`src/pkg/port_e_mux_pkg.sv`:
```
package port_e_mux_pkg;

	// ----------------------------------------------------------------
	// Register offsets (byte addresses, one word each)
	// ----------------------------------------------------------------
	localparam logic [7:0] ALT_SELECT_OFS    = 8'h00;
	localparam logic [7:0] GPIO_OUT_OFS      = 8'h04;
	localparam logic [7:0] GPIO_DIR_OFS      = 8'h08;
	localparam logic [7:0] GPIO_IN_OFS       = 8'h0c;
	localparam logic [7:0] IF_CONFIG_OFS     = 8'h10;
	localparam logic [7:0] FIFO_POLARITY_OFS = 8'h14;
	localparam logic [7:0] TIMER2_CTRL_OFS   = 8'h18;
	localparam logic [7:0] EVENT_STATUS_OFS  = 8'h1c;

	// ----------------------------------------------------------------
	// Field positions and codes
	// ----------------------------------------------------------------
	localparam int PIN_T1OVF   = 1;
	localparam int PIN_T2OVF   = 2;
	localparam int PIN_SER0    = 3;
	localparam int PIN_SER1    = 4;
	localparam int PIN_IRQ6    = 5;
	localparam int PIN_RELOAD  = 6;
	localparam int PIN_ADDR8   = 7;
	localparam int POL_READ    = 3;
	localparam int POL_WRITE   = 2;
	localparam int T2_EXT_EN   = 3;
	localparam int STAT_IRQ6   = 0;
	localparam int STAT_RELOAD = 1;

	localparam logic [1:0] IF_MODE_SLAVE_FIFO = 2'h3;
	localparam logic [1:0] TIMER_MODE_SPLIT   = 2'h3;
	localparam logic [1:0] SERIAL_MODE_SYNC   = 2'h0;

	// ----------------------------------------------------------------
	// Reset values
	// ----------------------------------------------------------------
	localparam logic [7:1] PORT_RESET  = 7'h00;
	localparam logic [1:0] MODE_RESET  = 2'h0;
	localparam logic [5:0] READY_RESET = 6'h00;

	// Alternate sources coming from the timers, serial ports and
	// waveform engine, all on the core clock
	typedef struct packed {
		logic [1:0] timer1Mode;
		logic       timer1Overflow;
		logic       timer1LowOverflow;
		logic       timer2Overflow;
		logic [1:0] serial0Mode;
		logic       serial0Data;
		logic [1:0] serial1Mode;
		logic       serial1Data;
		logic       waveformAddr8;
	} core_alt_type;

endpackage : port_e_mux_pkg

```
`src/hw/port_e_ready_pin_mux.sv`:
```
// Decided for this implementation: the register addresses and register access over APB.
`timescale 1ns/1ns
// Function
// RL1: Select bits 1..7 choose general-purpose or alternate use per pin.
// RL2: An unselected pin is a bidirectional general-purpose bit.
// RL3: Timer 1 overflow output pulses high one clock per overflow.
// RL4: In timer 1 split mode, the low-byte overflow drives the pulse.
// RL5: Timer 2 overflow output pulses high one clock per overflow.
// RL6: Serial 0 pin carries sync data in mode 0, else drives 1.
// RL7: Serial 1 pin carries sync data in mode 0.
// RL8: Serial 1 pin is held high in modes 1, 2 and 3.
// RL9: Interrupt 6 input registers a request on a rising edge.
// RL10: A falling edge on the timer 2 external input reloads timer 2.
// RL11: The timer 2 external input is ignored unless enabled.
// RL12: Port bit 7 alternate use drives waveform address bit 8.
// RL13: Interface mode field picks ready inputs or slave-FIFO strobes.
// RL14: In FIFO mode ready 0 is a read strobe, polarity bit 3.
// RL15: In FIFO mode ready 1 is a write strobe, polarity bit 2.
// RL16: Ready 2 to 5 are inputs sampled by the waveform interface.
// RL17: Select value 1 means alternate; all configuration clears on reset.
module port_e_ready_pin_mux (
	input  wire logic                        clk,
	input  wire logic                        reset,
	input  wire logic                        psel,
	input  wire logic                        penable,
	input  wire logic                        pwrite,
	input  wire logic [7:0]                  paddr,
	input  wire logic [31:0]                 pwdata,
	output logic      [31:0]                 prdata,
	output logic                             pready,
	output logic                             pslverr,
	input  wire port_e_mux_pkg::core_alt_type coreAlt,
	input  wire logic [7:1]                  portPinIn,
	output logic      [7:1]                  portPinOut,
	output logic      [7:1]                  portPinOe,
	input  wire logic [5:0]                  readyPinIn,
	output logic      [5:0]                  readyLevels,
	output logic                             slaveReadStrobe,
	output logic                             slaveWriteStrobe,
	output logic                             irq6Request,
	output logic                             timer2Reload
);

	// ----------------------------------------------------------------
	// Declarations
	// ----------------------------------------------------------------
	logic [7:1]  altSelect_q, gpioOut_q, gpioDir_q, pinOut_q, pinOe_q;
	logic [7:1]  portLevel;
	logic [1:0]  ifMode_q, edgeRise, edgeFall;
	logic [5:0]  readyLevels_q, readyLevel;
	logic [12:0] syncLevel;
	logic [31:0] prdata_q, readData_d;
	logic        polRead_q, polWrite_q, extEnable_q, irq6Seen_q;
	logic        reloadSeen_q, slaveRead_q, slaveWrite_q, irq6Request_q;
	logic        timer2Reload_q, pready_q, pslverr_q, addrHit_d, writeEn;
	logic        statusWrite, fifoMode, irq6Event, reloadEvent;

	// ----------------------------------------------------------------
	// Helper functions
	// ----------------------------------------------------------------
	function automatic logic regHit(input logic [7:0] addr,
		input logic [7:0] ofs);
		regHit = (addr == ofs);
	endfunction : regHit
	// Serial pin: sync data in mode 0, idle high otherwise
	function automatic logic serialPin(input logic [1:0] mode,
		input logic data);
		serialPin = (mode == port_e_mux_pkg::SERIAL_MODE_SYNC) ?
			data : 1'b1;
	endfunction : serialPin

	// ----------------------------------------------------------------
	// Input synchronisers and edge detection
	// ----------------------------------------------------------------
	input_sync #(
		.WIDTH    (13)
	) u_sync (
		.clk      (clk),
		.reset    (reset),
		.pinLevel ({readyPinIn, portPinIn}),
		.level    (syncLevel)
	);
	assign portLevel  = syncLevel[6:0];
	assign readyLevel = syncLevel[12:7];
	edge_detect #(
		.WIDTH (2)
	) u_edge (
		.clk   (clk),
		.reset (reset),
		.level (portLevel[port_e_mux_pkg::PIN_RELOAD:
			port_e_mux_pkg::PIN_IRQ6]),
		.rise  (edgeRise),
		.fall  (edgeFall)
	);

	// Pin events only count while the pin carries its alternate use
	assign irq6Event = altSelect_q[port_e_mux_pkg::PIN_IRQ6] &
		edgeRise[0]; // [RL9]
	assign reloadEvent = altSelect_q[port_e_mux_pkg::PIN_RELOAD] &
		extEnable_q & edgeFall[1]; // [RL10] [RL11]
	assign fifoMode = (ifMode_q ==
		port_e_mux_pkg::IF_MODE_SLAVE_FIFO); // [RL13]

	// ----------------------------------------------------------------
	// APB slave
	// ----------------------------------------------------------------
	assign writeEn = psel & penable & pwrite & pready_q;
	assign statusWrite = writeEn &
		regHit(paddr, port_e_mux_pkg::EVENT_STATUS_OFS);
	// Read decode
	always_comb begin
		readData_d = '0;
		addrHit_d  = 1'b1;
		unique case (1'b1)
			regHit(paddr, port_e_mux_pkg::ALT_SELECT_OFS):
				readData_d[7:1] = altSelect_q;
			regHit(paddr, port_e_mux_pkg::GPIO_OUT_OFS):
				readData_d[7:1] = gpioOut_q;
			regHit(paddr, port_e_mux_pkg::GPIO_DIR_OFS):
				readData_d[7:1] = gpioDir_q;
			regHit(paddr, port_e_mux_pkg::GPIO_IN_OFS):
				readData_d[7:1] = portLevel;
			regHit(paddr, port_e_mux_pkg::IF_CONFIG_OFS):
				readData_d[1:0] = ifMode_q;
			regHit(paddr, port_e_mux_pkg::FIFO_POLARITY_OFS): begin
				readData_d[port_e_mux_pkg::POL_READ]  = polRead_q;
				readData_d[port_e_mux_pkg::POL_WRITE] = polWrite_q;
			end
			regHit(paddr, port_e_mux_pkg::TIMER2_CTRL_OFS):
				readData_d[port_e_mux_pkg::T2_EXT_EN] = extEnable_q;
			regHit(paddr, port_e_mux_pkg::EVENT_STATUS_OFS): begin
				readData_d[port_e_mux_pkg::STAT_IRQ6]   = irq6Seen_q;
				readData_d[port_e_mux_pkg::STAT_RELOAD] = reloadSeen_q;
			end
			default:
				addrHit_d = 1'b0;
		endcase
	end

	// Answer one cycle into the access phase
	always_ff @(posedge clk) begin
		if (reset || !(psel && penable && !pready_q)) begin
			pready_q  <= 1'b0;
			prdata_q  <= '0;
			pslverr_q <= 1'b0;
		end else begin
			pready_q  <= 1'b1;
			prdata_q  <= pwrite ? '0 : readData_d;
			pslverr_q <= !addrHit_d;
		end
	end

	// ----------------------------------------------------------------
	// Configuration registers
	// ----------------------------------------------------------------
	always_ff @(posedge clk) begin
		if (reset) begin
			altSelect_q <= port_e_mux_pkg::PORT_RESET; // [RL17]
			gpioOut_q   <= port_e_mux_pkg::PORT_RESET;
			gpioDir_q   <= port_e_mux_pkg::PORT_RESET;
			ifMode_q    <= port_e_mux_pkg::MODE_RESET;
			polRead_q   <= 1'b0;
			polWrite_q  <= 1'b0;
			extEnable_q <= 1'b0;
		end else if (writeEn) begin
			if (regHit(paddr, port_e_mux_pkg::ALT_SELECT_OFS))
				altSelect_q <= pwdata[7:1]; // [RL1]
			if (regHit(paddr, port_e_mux_pkg::GPIO_OUT_OFS))
				gpioOut_q <= pwdata[7:1];
			if (regHit(paddr, port_e_mux_pkg::GPIO_DIR_OFS))
				gpioDir_q <= pwdata[7:1];
			if (regHit(paddr, port_e_mux_pkg::IF_CONFIG_OFS))
				ifMode_q <= pwdata[1:0]; // [RL13]
			if (regHit(paddr, port_e_mux_pkg::FIFO_POLARITY_OFS)) begin
				polRead_q  <= pwdata[port_e_mux_pkg::POL_READ];
				polWrite_q <= pwdata[port_e_mux_pkg::POL_WRITE];
			end
			if (regHit(paddr, port_e_mux_pkg::TIMER2_CTRL_OFS))
				extEnable_q <= pwdata[port_e_mux_pkg::T2_EXT_EN];
		end
	end

	// Sticky event flags, write one to clear; a new event wins
	always_ff @(posedge clk) begin
		if (reset) begin
			irq6Seen_q   <= 1'b0;
			reloadSeen_q <= 1'b0;
		end else begin
			irq6Seen_q   <= irq6Event | (irq6Seen_q &
				~(statusWrite & pwdata[port_e_mux_pkg::STAT_IRQ6]));
			reloadSeen_q <= reloadEvent | (reloadSeen_q &
				~(statusWrite & pwdata[port_e_mux_pkg::STAT_RELOAD]));
		end
	end

	// ----------------------------------------------------------------
	// Port pin multiplexer
	// ----------------------------------------------------------------
	always_ff @(posedge clk) begin
		if (reset) begin
			pinOut_q <= port_e_mux_pkg::PORT_RESET;
			pinOe_q  <= port_e_mux_pkg::PORT_RESET;
		end else begin
			// General-purpose defaults for every pin
			pinOut_q <= gpioOut_q; // [RL2]
			pinOe_q  <= gpioDir_q; // [RL2]
			if (altSelect_q[port_e_mux_pkg::PIN_T1OVF]) begin // [RL1]
				pinOut_q[port_e_mux_pkg::PIN_T1OVF] <=
					(coreAlt.timer1Mode == port_e_mux_pkg::TIMER_MODE_SPLIT) ?
					coreAlt.timer1LowOverflow :
					coreAlt.timer1Overflow; // [RL3] [RL4]
				pinOe_q[port_e_mux_pkg::PIN_T1OVF] <= 1'b1;
			end
			if (altSelect_q[port_e_mux_pkg::PIN_T2OVF]) begin
				pinOut_q[port_e_mux_pkg::PIN_T2OVF] <=
					coreAlt.timer2Overflow; // [RL5]
				pinOe_q[port_e_mux_pkg::PIN_T2OVF] <= 1'b1;
			end
			if (altSelect_q[port_e_mux_pkg::PIN_SER0]) begin
				pinOut_q[port_e_mux_pkg::PIN_SER0] <= serialPin(
					coreAlt.serial0Mode, coreAlt.serial0Data); // [RL6]
				pinOe_q[port_e_mux_pkg::PIN_SER0] <= 1'b1;
			end
			if (altSelect_q[port_e_mux_pkg::PIN_SER1]) begin
				pinOut_q[port_e_mux_pkg::PIN_SER1] <= serialPin(
					coreAlt.serial1Mode, coreAlt.serial1Data); // [RL7] [RL8]
				pinOe_q[port_e_mux_pkg::PIN_SER1] <= 1'b1;
			end
			// Input-only alternates release the pin
			if (altSelect_q[port_e_mux_pkg::PIN_IRQ6]) begin
				pinOut_q[port_e_mux_pkg::PIN_IRQ6] <= 1'b0;
				pinOe_q[port_e_mux_pkg::PIN_IRQ6]  <= 1'b0;
			end
			if (altSelect_q[port_e_mux_pkg::PIN_RELOAD]) begin
				pinOut_q[port_e_mux_pkg::PIN_RELOAD] <= 1'b0;
				pinOe_q[port_e_mux_pkg::PIN_RELOAD]  <= 1'b0;
			end
			if (altSelect_q[port_e_mux_pkg::PIN_ADDR8]) begin
				pinOut_q[port_e_mux_pkg::PIN_ADDR8] <=
					coreAlt.waveformAddr8; // [RL12]
				pinOe_q[port_e_mux_pkg::PIN_ADDR8] <= 1'b1;
			end
		end
	end

	// Pin events towards the core
	always_ff @(posedge clk) begin
		if (reset) begin
			irq6Request_q  <= 1'b0;
			timer2Reload_q <= 1'b0;
		end else begin
			irq6Request_q  <= irq6Event; // [RL9]
			timer2Reload_q <= reloadEvent; // [RL10] [RL11]
		end
	end

	// ----------------------------------------------------------------
	// Ready pins and slave-FIFO strobes
	// ----------------------------------------------------------------
	always_ff @(posedge clk) begin
		if (reset) begin
			readyLevels_q <= port_e_mux_pkg::READY_RESET;
			slaveRead_q   <= 1'b0;
			slaveWrite_q  <= 1'b0;
		end else begin
			readyLevels_q[5:2] <= readyLevel[5:2]; // [RL16]
			readyLevels_q[1:0] <= fifoMode ? 2'h0 : readyLevel[1:0];
			slaveRead_q  <= fifoMode &
				(readyLevel[0] == polRead_q); // [RL14]
			slaveWrite_q <= fifoMode &
				(readyLevel[1] == polWrite_q); // [RL15]
		end
	end

	assign prdata           = prdata_q;
	assign pready           = pready_q;
	assign pslverr          = pslverr_q;
	assign portPinOut       = pinOut_q;
	assign portPinOe        = pinOe_q;
	assign readyLevels      = readyLevels_q;
	assign slaveReadStrobe  = slaveRead_q;
	assign slaveWriteStrobe = slaveWrite_q;
	assign irq6Request      = irq6Request_q;
	assign timer2Reload     = timer2Reload_q;
endmodule : port_e_ready_pin_mux

```
`src/hw/input_sync.sv`:
```
`timescale 1ns/1ns
// Three-stage synchroniser; a level is accepted once stages two and
// three agree, otherwise the previous accepted level is kept
module input_sync #(
	parameter int WIDTH = 13
) (
	input  wire logic             clk,
	input  wire logic             reset,
	input  wire logic [WIDTH-1:0] pinLevel,
	output logic      [WIDTH-1:0] level
);

	logic [WIDTH-1:0] stage1_q;
	logic [WIDTH-1:0] stage2_q;
	logic [WIDTH-1:0] stage3_q;
	logic [WIDTH-1:0] level_q;

	initial begin
		if (WIDTH < 1) $error("input_sync: WIDTH must be positive");
	end

	// Shift chain
	always_ff @(posedge clk) begin
		if (reset) begin
			stage1_q <= '0;
			stage2_q <= '0;
			stage3_q <= '0;
		end else begin
			stage1_q <= pinLevel;
			stage2_q <= stage1_q;
			stage3_q <= stage2_q;
		end
	end

	// Accept a bit only when the two later stages agree
	always_ff @(posedge clk) begin
		if (reset) begin
			level_q <= '0;
		end else begin
			level_q <= (stage2_q & stage3_q) |
				(level_q & (stage2_q | stage3_q));
		end
	end

	assign level = level_q;

endmodule : input_sync

```
`src/hw/edge_detect.sv`:
```
`timescale 1ns/1ns
// Rising and falling edge pulses of already synchronised levels
module edge_detect #(
	parameter int WIDTH = 2
) (
	input  wire logic             clk,
	input  wire logic             reset,
	input  wire logic [WIDTH-1:0] level,
	output logic      [WIDTH-1:0] rise,
	output logic      [WIDTH-1:0] fall
);

	logic [WIDTH-1:0] prev_q;

	initial begin
		if (WIDTH < 1) $error("edge_detect: WIDTH must be positive");
	end

	// Previous level
	always_ff @(posedge clk) begin
		if (reset) begin
			prev_q <= '0;
		end else begin
			prev_q <= level;
		end
	end

	// Edge pulses last one clock
	assign rise = level & ~prev_q;
	assign fall = ~level & prev_q;

endmodule : edge_detect

```
`config.mk`:
```
export PLATFORM = sky130hd
export DESIGN_NAME = port_e_ready_pin_mux
export DESIGN_NICKNAME = d
export VERILOG_FILES = /design/src/pkg/port_e_mux_pkg.sv /design/src/hw/port_e_ready_pin_mux.sv /design/src/hw/input_sync.sv /design/src/hw/edge_detect.sv
export SDC_FILE = /design/constraint.sdc
export NUM_CORES = 1
export LEC_CHECK = 0
export BUFFER_PORTS_ARGS = -buffer_cell sky130_fd_sc_hd__buf_2
export CAP_MARGIN = 20
export CORE_MARGIN = 10
export CORE_UTILIZATION = 45
export CTS_CLUSTER_SIZE = 28
export DETAILED_ROUTE_END_ITERATION = 8
export PLACE_DENSITY = 0.69
export SETUP_SLACK_MARGIN = 0.1
export SLEW_MARGIN = 30
export SYNTH_ARGS = -nofsm -noshare
export SYNTH_HDL_FRONTEND = slang
export SYNTH_SLANG_ARGS = --single-unit
export TNS_END_PERCENT = 5
```
`constraint.sdc`:
```
create_clock -name clk -period 2.2 [get_ports clk]
set_input_delay 0.44 -clock clk [delete_from_list [all_inputs] [get_ports clk]]
set_output_delay 0.44 -clock clk [all_outputs]
set_load 0.1 [all_outputs]
```
==> qor.yml <==
status:
  status: "complete, no violations"
clock_tree:
  tritoncts: "built"
  root_buffer: "clkbuf_8"
  cts_buffers: 17
  insertion_delay_ns: 0.50
  postCtsSetupBuffers: 0
  cts_sinks: 116
  clockBufferDepth: 2
  postCtsResizedCells: 0
  holdBufCountCts: 0
  clk_pin_slew_ns: 0.06
  htreeDepth: 4
sta:
  final-setup-viol-count: 0
  rsz0062_at_grt: "false"
  fmax_mhz: 585
  finalCritPeriodShare: 0.777
  fin_skew_ns: 0.0116
  worstMarginPinSlew_ns: 0.633
  finalCriticalPeriod_ns: 1.71
  relSlewSlack: 0.574
  fin_setup_tns_ns: 0
  holdWs_ns: 0.137
  final-hold-violation-count: 0
  slew_violations: 0
  setup_slack_ns: 0.491
synthesis:
  synth.distinct_cells: 42
  synthesis.area_um2: 4200
  synthDominantCellAreaShare: 0.554
  synth_common_cells: "dfxtp_1, nor2b_1, nor2_1, mux2i_1"
  yosys.area.top_type: "dfxtp_1"
  synth-main-ff-cell: "dfxtp_1"
  syn_area_per_cell_um2: 10.3
  ys_top_cells_by_area: "dfxtp_1, mux2i_1, nor2b_1"
  yosysSeqAreaShare: 0.554
  ys_ff_latch: 116
  yosysMostFrequentCell: "dfxtp_1"
  syn_inst: 408
  ys_warn_count: 0
  ys_async_sr_fraction: 0
  synth-edff-count: 0
drt:
  drt-pass1-iter-count: 4
  viasPerCell: 4.85
  wl_met2_um: 4590
  wl_met1_um: 3900
  wl_per_cell_um: 14.7
  route.detailed.drc: 0
  ant_nets: 0
  drt-initial-drc-count: 133
  vias: 3030
  top_layer: "met4"
  wl_um: 9170
  dr_wl_met3_um: 546
setup_path:
  max_stage_delay_ns: 0.42
  cp_num_buf_inv: 1
  r2r_cells: 3
  end_kind: "output port"
  cp_top_family: "buffers and inverters"
  r2r_setup_slack_ns: 0.67
  cp.arrival_ns: 1.27
  crit_slowest_cell: "buf_2"
  start_kind: "register"
  r2r-start: "pready$_DFF_P_"
  r2r-end: "prdata[5]$_SDFF_PP0_"
  crit_end: "pready"
  startpoint: "pready$_DFF_P_"
  crit_path_cell_trace: "buf_2"
  crit_required_ns: 1.76
  crit_cells: 1
  criticalPathCategory: "register to output port"
  cp_max_fo: 4
floorplanning:
  start_util: 0.458
  ios: 128
  core_area_um2: 9150
  num_rows: 35
  die_w_um: 117
  die_height_um: 117
  dieArea_um2: 13600
final_layout:
  area_growth_pct: 25.5
  num_antenna_cells: 0
  fin_util: 0.575
  fillers: 775
  drive_above_1_share: 0.294
  nets: 571
placement:
  hpwlAfterDp_um: 6690
  io_buffers: 79
  place_ws_ns: 0.0700
  gp_congestion: 0.869
pwr:
  p_per_area_nw_per_um2: 996
  p_leak_nw: 2.14
  power.total_w: 0.00524
  vdd_ir_drop_max_mv: 0.423
grt:
  overflow: 0
  antenna_found_initial: 0
  grt_pass1_vias: 3031
  track_usage: 0.135
  grt_pass1_wl_um: 14200
  grt_max_degree: 53
run:
  drv_cap: 0
min_path:
  hp-class: "input port to register"
-- layer usage --
metal	vias up	track usage
met3	13	0.0483
li1	1523	-
met2	82	0.222
met5	-	0
met4	0	0.0692
met1	1412	0.152
-- through the flow --
stage	area, um^2	cells
floorplan	4280	431
global placement	4660	593
detailed placement	4660	593
CTS	5270	625
global route	5270	625
finish	5270	625
-- sequential cells by signal, indices dropped and copies added, names as in the netlist, 2 cells and up --
name and cells:
u_sync.level 13, u_sync.stage1_q 13, u_sync.stage2_q 13, u_sync.stage3_q 13
prdata 8, altSelect_q 7, gpioDir_q 7, gpioOut_q 7
portPinOe 7, portPinOut 7, readyLevels 6, ifMode_q 2
u_edge.prev_q 2
-- cell type report --
cell class | count | area, um^2 | area share
inverter | 2 | 7.51 | 0.00143
clock buffer | 18 | 428 | 0.0813
timing repair buffer | 93 | 503 | 0.0955
sequential | 116 | 2320 | 0.441
multi-input combinational | 271 | 1690 | 0.321
clock inverter | 14 | 176 | 0.0335
tap | 111 | 139 | 0.0264
-- cells by family (layout without fill, tap and decap cells) --
kind of cell              Yosys count  after routing  synth area share
and+or+nand+nor                   159            159             0.216
DFF                               116            116             0.554
AOI/OAI and AO/OA                  50             50            0.0707
buffers and inverters              44            127            0.0647
muxes                              36             36            0.0904
xor gates and xnor gates            2              2           0.00418
other                               1             24          0.000894
-- how the worst min path moves through the flow --
stage | start | endpoint | slack (ns) | cells past startpoint
floorplan | u_sync.stage1_q[0]$_SDFF_PP0_ | u_sync.stage2_q[0]$_SDFF_PP0_ | 0.41 | 1
global placement | u_sync.stage1_q[11]$_SDFF_PP0_ | u_sync.stage2_q[11]$_SDFF_PP0_ | 0.42 | 1
detailed placement | u_sync.stage1_q[3]$_SDFF_PP0_ | u_sync.stage2_q[3]$_SDFF_PP0_ | 0.43 | 1
CTS | readyPinIn[3] | u_sync.stage1_q[10]$_SDFF_PP0_ | 0.12 | 2
global route | readyPinIn[2] | u_sync.stage1_q[9]$_SDFF_PP0_ | 0.12 | 2
finish | readyPinIn[5] | u_sync.stage1_q[12]$_SDFF_PP0_ | 0.14 | 2
-- placed cells by master, fill, tap and decap left out, drive strengths merged, types with 6 or more instances in the layout --
master  instances
dfxtp         116
buf            93
nor2b          47
nor2           47
mux2i          30
nand2          24
conb           24
a21oi          20
clkbuf         18
o21ai          15
nor3           12
inv             6
-- power breakdown --
part	switching, W	leakage, nW	internal [W]	total (W)
logic	0.000280	0.916	0.0000669	0.000347
clock network	0.000985	0.281	0.00177	0.00275
registers	0.0000112	0.942	0.00213	0.00214
(Power assumes the default switching activity.)
